**src/inc/sso_consts.vh**
```
// constants for the servo status output block
`ifndef SSO_CONSTS_VH
`define SSO_CONSTS_VH
// setup parameter bit positions
`define SSO_P1_SHARED_SEL_BIT 4
`define SSO_P2_DIR_SWAP_BIT 0
`define SSO_P2_INPUT_SEL_BIT 2
// alarm code shown while no fault is latched
`define SSO_ALARM_CODE_IDLE 3'h7
// power-up processing time in microseconds and its cycle count at 40 MHz
`define SSO_CLK_MHZ 40
`define SSO_POWERUP_US 6000000
`define SSO_POWERUP_CYC (`SSO_POWERUP_US * `SSO_CLK_MHZ)
// encoder divider reset value, pulses per revolution
`define SSO_DIV_RATE_RST 12'h3e8
`define SSO_ENC_PPR_RST 12'h800
`endif

```
**src/design/sso_enc_divider.v**
```verilog
// encoder pulse divider: re-emits step and direction scaled by out_ppr/in_ppr
`timescale 1ns/1ps
`default_nettype none
module sso_enc_divider #(
  parameter W = 12
) (
  input wire clk_i,
  input wire rst_i,
  input wire step_i,
  input wire dir_i,
  input wire [W-1:0] in_ppr_i,
  input wire [W-1:0] out_ppr_i,
  output reg step_o,
  output reg dir_o
);
  // ---------------------------------------------------------------
  // rate accumulator
  // ---------------------------------------------------------------
  // each input edge adds out_ppr; overflow past in_ppr gives one output edge,
  // so output edges per rev = out_ppr when out_ppr <= in_ppr
  reg [W:0] acc_r;
  wire [W:0] sum = acc_r + {1'b0, out_ppr_i};
  always @(posedge clk_i) begin
    if (rst_i) begin
      acc_r <= {(W+1){1'b0}};
      step_o <= 1'b0;
      dir_o <= 1'b0;
    end else begin
      step_o <= 1'b0;
      if (step_i) begin
        dir_o <= dir_i;
        if (sum >= {1'b0, in_ppr_i}) begin
          acc_r <= sum - {1'b0, in_ppr_i};
          step_o <= 1'b1;
        end else begin
          acc_r <= sum;
        end
      end
    end
  end
endmodule
`default_nettype wire

```
**src/design/sso_status_out.v**
```verilog
// status, alarm and divided encoder outputs of a pulse-train servo driver
// Functional notes
// - in-position on while residual error count below configured range
// - in-position not qualified by motion; may stay on while moving
// - shared output is rotation detect when setup bit 4 clear
// - bit 4 set with both limits: flag torque at smaller limit
// - on fault, alarm-ready drops and fault code is presented
// - alarm-ready off from power-on until power-up processing done
// - fault cause is a three-bit code on three lines
// - encoder A, B, Z regenerated as divided quadrature pulses
// - brake interlock timed from three brake timing parameters
// - direction swap via ground strap or setup two bit 0, same effect
// - reversed direction swaps output phasing, B leads on forward
// - U, V, W, Z sensor info recovered serially from S-phase input
// - with setup two bit 2 clear, inputs act as current limits
// - alarm reset input clears latched alarm once the fault input is low
`timescale 1ns/1ps
`default_nettype none
`include "sso_consts.vh"
module sso_status_out #(
  parameter EW = 16,
  parameter SW = 12,
  parameter TW = 10,
  parameter BW = 16,
  parameter CW = 12,
  parameter [31:0] POWERUP_CYC = `SSO_POWERUP_CYC
) (
  input wire clk_i,
  input wire rst_i,
  input wire [15:0] setup_param_one_i,
  input wire [15:0] setup_param_two_i,
  input wire [EW-1:0] pos_error_abs_i,
  input wire [EW-1:0] in_position_range_i,
  input wire [SW-1:0] motor_speed_abs_i,
  input wire [SW-1:0] rotation_detect_speed_i,
  input wire [TW-1:0] torque_abs_i,
  input wire torque_dir_rev_i,
  input wire [TW-1:0] fwd_external_current_limit_i,
  input wire [TW-1:0] rev_external_current_limit_i,
  input wire [TW-1:0] fwd_torque_limit_i,
  input wire [TW-1:0] rev_torque_limit_i,
  input wire forward_current_limit_in_i,
  input wire reverse_current_limit_in_i,
  input wire fault_i,
  input wire [2:0] fault_code_i,
  input wire alarm_reset_in_i,
  input wire servo_on_i,
  input wire [BW-1:0] brake_timing_a_i,
  input wire [BW-1:0] brake_timing_b_i,
  input wire [BW-1:0] brake_timing_c_i,
  input wire [CW-1:0] encoder_divider_rate_i,
  input wire [CW-1:0] encoder_ppr_i,
  input wire enc_a_i,
  input wire enc_b_i,
  input wire enc_s_i,
  input wire dir_swap_strap_n_i,
  output reg in_position_out_o,
  output reg shared_flag_out_o,
  output reg current_limit_active_o,
  output reg brake_interlock_out_o,
  output reg alarm_ready_out_o,
  output reg [2:0] alarm_code_o,
  output reg enc_out_a_o,
  output reg enc_out_b_o,
  output reg enc_out_z_o,
  output reg [2:0] sensor_uvw_o,
  output reg sensor_z_o
);
  // ---------------------------------------------------------------
  // pin synchronisers
  // ---------------------------------------------------------------
  reg [4:0] s1_r;
  reg [4:0] s2_r;
  // fault and limit inputs come from logic on this clock and skip these stages
  always @(posedge clk_i) begin
    if (rst_i) begin
      // idle pin levels: strap open, no alarm reset, encoder in state 00,
      // so the edge detector sees no false step once reset lets go
      s1_r <= 5'h10;
      s2_r <= 5'h10;
    end else begin
      s1_r <= {dir_swap_strap_n_i, alarm_reset_in_i, enc_s_i, enc_b_i, enc_a_i};
      s2_r <= s1_r;
    end
  end
  wire a_s = s2_r[0];
  wire b_s = s2_r[1];
  wire s_s = s2_r[2];
  wire rst_req = s2_r[3];
  // strap and parameter bit act the same way
  wire dir_swap = ~s2_r[4] | setup_param_two_i[`SSO_P2_DIR_SWAP_BIT];

  // ---------------------------------------------------------------
  // in-position and shared flag
  // ---------------------------------------------------------------
  // no speed qualification on purpose: a large range keeps it on in motion
  wire inpos_nxt = pos_error_abs_i < in_position_range_i;
  wire lim_mode = ~setup_param_two_i[`SSO_P2_INPUT_SEL_BIT];
  wire [TW-1:0] ext_lim = torque_dir_rev_i ? rev_external_current_limit_i
                                           : fwd_external_current_limit_i;
  wire [TW-1:0] int_lim = torque_dir_rev_i ? rev_torque_limit_i : fwd_torque_limit_i;
  wire [TW-1:0] eff_lim = (ext_lim < int_lim) ? ext_lim : int_lim;
  wire lim_req = torque_dir_rev_i ? reverse_current_limit_in_i : forward_current_limit_in_i;
  wire lim_on = lim_mode & lim_req;
  wire current_limit_reached_out_nxt = lim_mode & forward_current_limit_in_i & reverse_current_limit_in_i &
                    (torque_abs_i >= eff_lim);
  wire rotation_detected_out_nxt = motor_speed_abs_i >= rotation_detect_speed_i;
  wire shared_nxt = setup_param_one_i[`SSO_P1_SHARED_SEL_BIT] ? current_limit_reached_out_nxt : rotation_detected_out_nxt;
  always @(posedge clk_i) begin
    if (rst_i) begin
      in_position_out_o <= 1'b0;
      shared_flag_out_o <= 1'b0;
      current_limit_active_o <= 1'b0;
    end else begin
      in_position_out_o <= inpos_nxt;
      shared_flag_out_o <= shared_nxt;
      current_limit_active_o <= lim_on;
    end
  end

  // ---------------------------------------------------------------
  // power-up and alarm latch
  // ---------------------------------------------------------------
  reg [31:0] pu_cnt_r;
  reg pu_done_r;
  reg alarm_r;
  always @(posedge clk_i) begin
    if (rst_i) begin
      pu_cnt_r <= 32'h0;
      pu_done_r <= 1'b0;
      alarm_r <= 1'b0;
      alarm_ready_out_o <= 1'b0;
      alarm_code_o <= `SSO_ALARM_CODE_IDLE;
    end else begin
      if (!pu_done_r) begin
        pu_cnt_r <= pu_cnt_r + 32'h1;
        if (pu_cnt_r >= POWERUP_CYC - 32'h1)
          pu_done_r <= 1'b1;
      end
      // a fault in the reset cycle wins over the reset
      // limitation: a second fault is not shown until the first is cleared
      if (fault_i && !alarm_r) begin
        alarm_r <= 1'b1;
        alarm_code_o <= fault_code_i;
      end else if (rst_req && alarm_r && !fault_i) begin
        alarm_r <= 1'b0;
        alarm_code_o <= `SSO_ALARM_CODE_IDLE;
      end
      alarm_ready_out_o <= pu_done_r & ~alarm_r & ~fault_i;
    end
  end

  // ---------------------------------------------------------------
  // brake interlock
  // ---------------------------------------------------------------
  // a: delay from servo off to brake engage below rotation-detect speed; b: same delay at or above it;
  // c: wait after servo on before releasing brake
  // a latched alarm always drives the state machine towards an engaged brake
  localparam ST_ENG = 3'b001;
  localparam ST_REL = 3'b010;
  localparam ST_OFF = 3'b100;
  reg [2:0] bst_r;
  reg [BW-1:0] bcnt_r;
  wire [BW-1:0] bto = (motor_speed_abs_i >= rotation_detect_speed_i) ?
                      brake_timing_b_i : brake_timing_a_i;
  always @(posedge clk_i) begin
    if (rst_i) begin
      bst_r <= ST_ENG;
      bcnt_r <= {BW{1'b0}};
      brake_interlock_out_o <= 1'b0;
    end else begin
      case (bst_r)
        ST_ENG: begin
          brake_interlock_out_o <= 1'b0;
          if (!servo_on_i || alarm_r)
            bcnt_r <= {BW{1'b0}};
          else if (bcnt_r >= brake_timing_c_i) begin
            bst_r <= ST_REL;
            brake_interlock_out_o <= 1'b1;
          end else
            bcnt_r <= bcnt_r + {{(BW-1){1'b0}}, 1'b1};
        end
        ST_REL: begin
          bcnt_r <= {BW{1'b0}};
          if (!servo_on_i || alarm_r)
            bst_r <= ST_OFF;
        end
        ST_OFF: begin
          if (servo_on_i && !alarm_r) begin
            bst_r <= ST_REL;
            bcnt_r <= {BW{1'b0}};
          end else if (bcnt_r >= bto) begin
            bst_r <= ST_ENG;
            brake_interlock_out_o <= 1'b0;
            bcnt_r <= {BW{1'b0}};
          end else
            bcnt_r <= bcnt_r + {{(BW-1){1'b0}}, 1'b1};
        end
        default: bst_r <= ST_ENG;
      endcase
    end
  end

  // ---------------------------------------------------------------
  // quadrature decode, S-phase demux
  // ---------------------------------------------------------------
  reg a_d_r;
  reg b_d_r;
  always @(posedge clk_i) begin
    if (rst_i) begin
      a_d_r <= 1'b0;
      b_d_r <= 1'b0;
    end else begin
      a_d_r <= a_s;
      b_d_r <= b_s;
    end
  end
  wire qstep = (a_s ^ a_d_r) | (b_s ^ b_d_r);
  // forward when a leads b
  wire qfwd = a_s ^ b_d_r;
  // S-phase read per quadrature state: 00 -> U, 01 -> V, 11 -> W, 10 -> Z
  always @(posedge clk_i) begin
    if (rst_i) begin
      sensor_uvw_o <= 3'h0;
      sensor_z_o <= 1'b0;
    end else begin
      case ({a_s, b_s})
        2'b00: sensor_uvw_o[0] <= s_s;
        2'b01: sensor_uvw_o[1] <= s_s;
        2'b11: sensor_uvw_o[2] <= s_s;
        default: sensor_z_o <= s_s;
      endcase
    end
  end

  // ---------------------------------------------------------------
  // divided quadrature output
  // ---------------------------------------------------------------
  // limitation: the divider rate must not exceed the encoder count per rev
  wire dstep;
  wire ddir;
  sso_enc_divider #(.W(CW)) u_div (
    .clk_i(clk_i),
    .rst_i(rst_i),
    .step_i(qstep),
    .dir_i(qfwd),
    .in_ppr_i(encoder_ppr_i),
    .out_ppr_i(encoder_divider_rate_i),
    .step_o(dstep),
    .dir_o(ddir)
  );
  reg [1:0] ph_r;
  // index period is four output states per divided pulse; it must fit in CW bits
  reg [CW-1:0] zcnt_r;
  // swapping the phase order keeps host wiring valid after reversal
  wire up = ddir ^ dir_swap;
  always @(posedge clk_i) begin
    if (rst_i) begin
      ph_r <= 2'h0;
      zcnt_r <= {CW{1'b0}};
      enc_out_a_o <= 1'b0;
      enc_out_b_o <= 1'b0;
      enc_out_z_o <= 1'b0;
    end else begin
      if (dstep) begin
        ph_r <= up ? ph_r + 2'h1 : ph_r - 2'h1;
        if (up)
          zcnt_r <= (zcnt_r >= {encoder_divider_rate_i[CW-3:0], 2'b00} - 1'b1) ?
                    {CW{1'b0}} : zcnt_r + {{(CW-1){1'b0}}, 1'b1};
        else
          zcnt_r <= (zcnt_r == {CW{1'b0}}) ?
                    {encoder_divider_rate_i[CW-3:0], 2'b00} - 1'b1 :
                    zcnt_r - {{(CW-1){1'b0}}, 1'b1};
      end
      // stepping up walks a,b through 00,10,11,01, so a leads b; the swap
      // turns the count round and b then leads for the same motion
      enc_out_a_o <= ph_r[1] ^ ph_r[0];
      enc_out_b_o <= ph_r[1];
      enc_out_z_o <= (zcnt_r == {CW{1'b0}});
    end
  end
endmodule
`default_nettype wire

```
**config.mk**
```make
export PLATFORM = sky130hd
export DESIGN_NAME = sso_status_out
export DESIGN_NICKNAME = d
export VERILOG_FILES = /design/src/design/sso_enc_divider.v /design/src/design/sso_status_out.v
export VERILOG_INCLUDE_DIRS = /design/src /design/src/inc
export SDC_FILE = /design/constraint.sdc
export NUM_CORES = 1
export LEC_CHECK = 0
export BUFFER_PORTS_ARGS = -buffer_cell sky130_fd_sc_hd__buf_2
export CAP_MARGIN = 20
export CORE_ASPECT_RATIO = 1.2
export CORE_MARGIN = 4
export CORE_UTILIZATION = 55
export DETAILED_ROUTE_END_ITERATION = 8
export PLACE_DENSITY_LB_ADDON = 0.1
export SLEW_MARGIN = 20
export SYNTH_ARGS = -nofsm -noshare
export SYNTH_HDL_FRONTEND = slang
export SYNTH_SLANG_ARGS = --single-unit
```
**constraint.sdc**
```tcl
create_clock -name clk_i -period 5.4 [get_ports clk_i]
set_input_delay 1.08 -clock clk_i [delete_from_list [all_inputs] [get_ports clk_i]]
set_output_delay 1.08 -clock clk_i [all_outputs]
set_load 0.02 [all_outputs]
```
After elaboration in Yosys (flattened, before gate mapping)
Cells that the tools add are included.
Widths: inputs -> output; s select.
{ "totals": {"mem_bits_rw": 0, "in_bits": 225, "ff_bits": 109, "elab_cells": 127, "romBits": 0, "latchBits": 0, "n_memories": 0} }
{ "classes": {"n_addsub": 9, "n_div": 0, "n_lt_le_gt_ge": 9, "muxes": 34, "n_reduce_logical": 18, "shifts": 0, "mul": 0, "bitwise_logic": 18, "eq_ne": 12} }
{ "op_table": {"columns": ["op", "count"], "rows": [
  ["$mux 16", 5],
  ["$pmux 16 s3", 1],
  ["$mux 12", 3],
  ["$add 32x1->32 const B", 1],
  ["$ge 16x16->1", 2],
  ["$ge 32x28->1 const B", 1],
  ["$mux 10", 3],
  ["$ge 12x12->1", 2],
  ["$sub 12x1->12 const B", 2],
  ["$mux 3", 7],
  ["$add 16x1->16 const B", 1],
  ["$lt 16x16->1", 1],
  ["$add 13x12->13", 1],
  ["$ge 13x12->1", 1],
  ["$mux 13", 1],
  ["$sub 13x12->13", 1],
  ["$add 12x1->12 const B", 1],
  ["$logic_not 12->1", 1],
  ["$mux 1", 11],
  ["$ge 10x10->1", 1],
  ["$lt 10x10->1", 1],
  ["$ne 2x2->1 const B", 5],
  ["$pmux 3 s3", 1],
  ["$and 1x1->1", 6],
  ["other kinds (24)", 40]
]} }

Longest topological paths before layout
{ "logic_depth": {"word_depth": 6, "depth_mapped": 19, "mapped_depth_nobuf": 17} }

Cells and area by module
A second synthesis with hierarchy kept.
{ "hier_totals": {"hier_cells": 1141, "area_unflattened_um2": 9187.6} }
{ "modules_own_cells": {"columns": ["mod", "n_inst", "seq_area_each_um2", "cells_per_inst", "area_per_inst_um2"], "rows": [
  ["sso_status_out", 1, 1881.8, 906, 7273.2],
  ["sso_enc_divider", 1, 300.3, 235, 1914.3]
]} }

Worst setup path before layout
No wires, ideal clock.
{ "synth_timing": {"kind": "input to register", "from": "input port torque_dir_rev_i", "to": "register shared_flag_out_o", "stages": 17, "setup_ps": 142, "slack_ps": 393, "arrival_ps": 4865, "path_cell_list": "clkbuf_1 clkbuf_1 mux2_2 ha_1 a21o_1 a2111oi_0 o211a_1 nor3b_1 clkbuf_1 o21ai_0 o31ai_1 ha_1 o21a_1 o211ai_1 a2111oi_0 a2111oi_0 o32ai_1"} }
{ "synth_via": {"elab_chain_len": 6, "word_cells_on_any_way": 7, "classes_between": "2 x order compare; 4 x mux; 1 x bitwise"} }
{ "synth_rtl": {"columns": ["item", "line", "text"], "rows": [
  ["start, declared", "sso_status_out.v:37", "input wire torque_dir_rev_i,"],
  ["$mux 10, on equally long branches", "sso_status_out.v:99, sso_status_out.v:101", null],
  ["$lt 10x10->1", "sso_status_out.v:102", "wire [TW-1:0] eff_lim = (ext_lim < int_lim) ? ext_lim : int_lim;"],
  ["$mux 10 (*)", "sso_status_out.v:102", null],
  ["$ge 10x10->1 (*)", "sso_status_out.v:106", "(torque_abs_i >= eff_lim);"],
  ["$and 1x1->1 (*)", "sso_status_out.v:105", "wire current_limit_reached_out_nxt = lim_mode & forward_current_limit_in_i & reverse_current_limit_in_i &"],
  ["$mux 1 (*)", "sso_status_out.v:108", "wire shared_nxt = setup_param_one_i[`SSO_P1_SHARED_SEL_BIT] ? current_limit_reached_out_nxt : rotation_detecte ..."],
  ["end signal, assigned", "sso_status_out.v:116", "shared_flag_out_o <= shared_nxt;"],
  ["end, declared", "sso_status_out.v:58", "output reg shared_flag_out_o,"]
]} }
Every way passes the cells marked *; elsewhere a longest branch is shown, timed or not.
A chain may end at the register's enable or synchronous reset.

Worst setup path after layout
Same ends and word-level chain as after synthesis.

==> impl_metrics.ini <==
[timing]
post-route-period-util_pct = 89.2
worst_slew_pin_slew_ps = 989
drv_slew = 0
clock_skew_ps = 5.59
fin_setup_tns_ps = 0
setup_viol = 0
max_freq_mhz = 207
min_period_ps = 4820
hold_viol = 0
rsz0062_at_grt = false
slew_headroom_pct = 34.0

[floorplanning]
initial_utilization_pct = 56.2
rows = 51
die_x_um = 126
core_area_um2 = 16300
ios = 240
die_h_um = 149
dieArea_um2 = 18800

[setup_path]
path_class = in2reg
critPathCaptureType = flop
reg2reg_to = u_div.acc_r[4]
ff2ff_path_depth = 15
arrival_ps = 5030
r2r_start = u_div.acc_r[0]
setup.worst_path.start_class = primary input
r2r_slack_ps = 1180
crit_required_ps = 5610
cp_max_fo = 14

[drt]
drtPass1Iterations = 4
post_drt_via_cell_ratio = 5.52
drcViolationCount = 0
totalWireLength_mm = 21.6
drtIter0Drc = 391
wl_per_cell_um = 14.1
ant_nets = 0
vias = 8450

[synthesis]
syn_area_um2 = 9140
synth_cells = 1128
synth_fp_nets = 1473
synth_edf_count = 0
synth_cell_types = 80
seq_area_frac_synth_pct = 23.9
yosys_warnings = 0
ys_ff_latch = 109
synthArstFlopShare_pct = 0
avgSynthCellArea_um2 = 8.10
ys.flop_type = dfxtp_1

[clock_network]
hold_buffers = 0
cts_tree = built
post_cts_buffers = 0
cts_buffer_depth = 2
cts_made_buffers = 9
cts_root_buffer = clkbuf_16
htreeDepth = 3
clk_pin_slew_worst_paths_ps = 70
clk_latency_ps = 350
cts_resized = 0
cts.sinks = 109

[place]
place.gp.congestion = 0.882
placed_cell_area_um2 = 10300
hpwl_mm = 17.4
portBuffers = 210

[power]
vdd.ir_drop.worst_uv = 162
power_w = 0.00321
p_leak_nw = 5.05
p_per_area_nw_per_um2 = 301

[finish]
area_growth_pct = 16.6
fin_area_um2 = 10700
final_layout_size_suffix_gt1_share_pct = 19.8
fillers = 1498
fin_nets = 1659

[grt]
grt_overflow = 0
grt_max_degree = 101
grt_pass1_vias = 8106
antenna_found_initial = 1
grt_usage_pct = 22.9
grt_pass1_wl_mm = 36.5

[worst_hold_path]
hold_depth = 1
min_to = s2_r[4]
hp-class = reg2reg
min_from = s1_r[4]

[flow_run]
cap_violations = 0

[status]
status = complete, no violations
## logic make-up (layout without fill, tap and decap cells)
kind of cell             after synthesis  count (layout)  share of synthesized area, %
AND/OR/NAND/NOR                      370             370                          20.5
AO/OA/AOI/OAI                        276             276                          20.4
buffers and inverters                127             318                          5.71
adder cells (fa/ha/maj)              120             120                          16.6
flip-flops                           109             109                          23.9
XOR/XNOR                              75              75                          7.27
multiplexers                          51              51                          5.73
other                                  0               1                             0
## flip-flops by register name, summed over array words and instances (netlist names), 2 cells and up
register	flops
pu_cnt_r	32
bcnt_r	16
u_div.acc_r	13
zcnt_r	12
s1_r	5
s2_r	5
alarm_code_o	3
bst_r	3
sensor_uvw_o	3
ph_r	2
## per-stage QoR
stage	instances	hold slack [ps]	utilization (%)	setup WS, ps
floorplan	1128	389	-	393
global placement	1515	402	63.4	336
detailed placement	1515	396	63.4	229
CTS	1531	412	65.5	580
global route	1532	431	65.5	62.3
finish	1532	410	65.5	581
## report_power, final
group / total [W] / switching [W] / leakage, nW / internal (W)
Combinational: 0.00151 / 0.000846 / 3.99 / 0.000668
Sequential: 0.000937 / 0.0000702 / 0.887 / 0.000866
Clock: 0.000761 / 0.000294 / 0.170 / 0.000468
## worst max-delay path, stage by stage
cell	delay, ps
buf_2	90
buf_4	190
mux2_2	380
ha_1	200
a21o_1	140
a2111oi_0	620
nand2_1	90
o21ai_0	160
nor3b_1	160
buf_4	210
o21ai_0	160
o31ai_1	100
ha_1	300
o21a_1	170
o211ai_1	190
a2111oi_0	90
a2111oi_0	500
o32ai_1	170
## Yosys cell counts, drive strengths merged (26+ instances only)
library cell | n | share of area (%)
xnor2 | 36 | 3.4
ha | 118 | 16
xor2 | 39 | 3.8
a21oi | 65 | 3.6
mux2i | 40 | 4.4
nand2 | 80 | 3.4
nor2 | 106 | 4.4
nand3 | 28 | 1.5
inv | 86 | 3.5
nor2b | 26 | 1.8
o21ai | 66 | 3.7
dfxtp | 109 | 24
clkbuf | 27 | 1.1
## layout by cell type (no fill, tap or decap), drive strengths merged, types with 26 or more instances in the layout
master	synthesis	final
dfxtp	109	109
nor2	106	106
xnor2	36	36
xor2	39	39
mux2i	40	40
buf	14	216
nand2	80	80
inv	86	86
ha	118	118
nor2b	26	26
nand3	28	28
a21oi	65	65
o21ai	66	66
## per-layer routing
layer	global-route usage (%)	part of all wire, %
met5	0	0
met4	6.56	1.7
met2	41.9	50
met3	4.55	5.3
met1	27.2	43
## cell type report
class,count,area (um2),area share [%]
antenna,1,2.50,0.0235
clock buffer,11,243,2.28
clock inverter,5,108,1.01
inverter,86,323,3.03
multi-input combinational,892,6440,60.4
sequential,109,2180,20.5
tap,212,265,2.49
timing repair buffer,216,1100,10.3
## how the worst max path moves through the flow
stage	endpoint	cells past startpoint	from	slack (ps)
2_1_floorplan	shared_flag_out_o	17	torque_dir_rev_i	390
3_3_place_gp	shared_flag_out_o	18	torque_dir_rev_i	340
3_5_place_dp	shared_flag_out_o	18	torque_dir_rev_i	230
4_1_cts	shared_flag_out_o	18	torque_dir_rev_i	580
5_1_grt	shared_flag_out_o	18	torque_dir_rev_i	60
6_report	shared_flag_out_o	18	torque_dir_rev_i	580
Power figures use the tool's default switching activity.
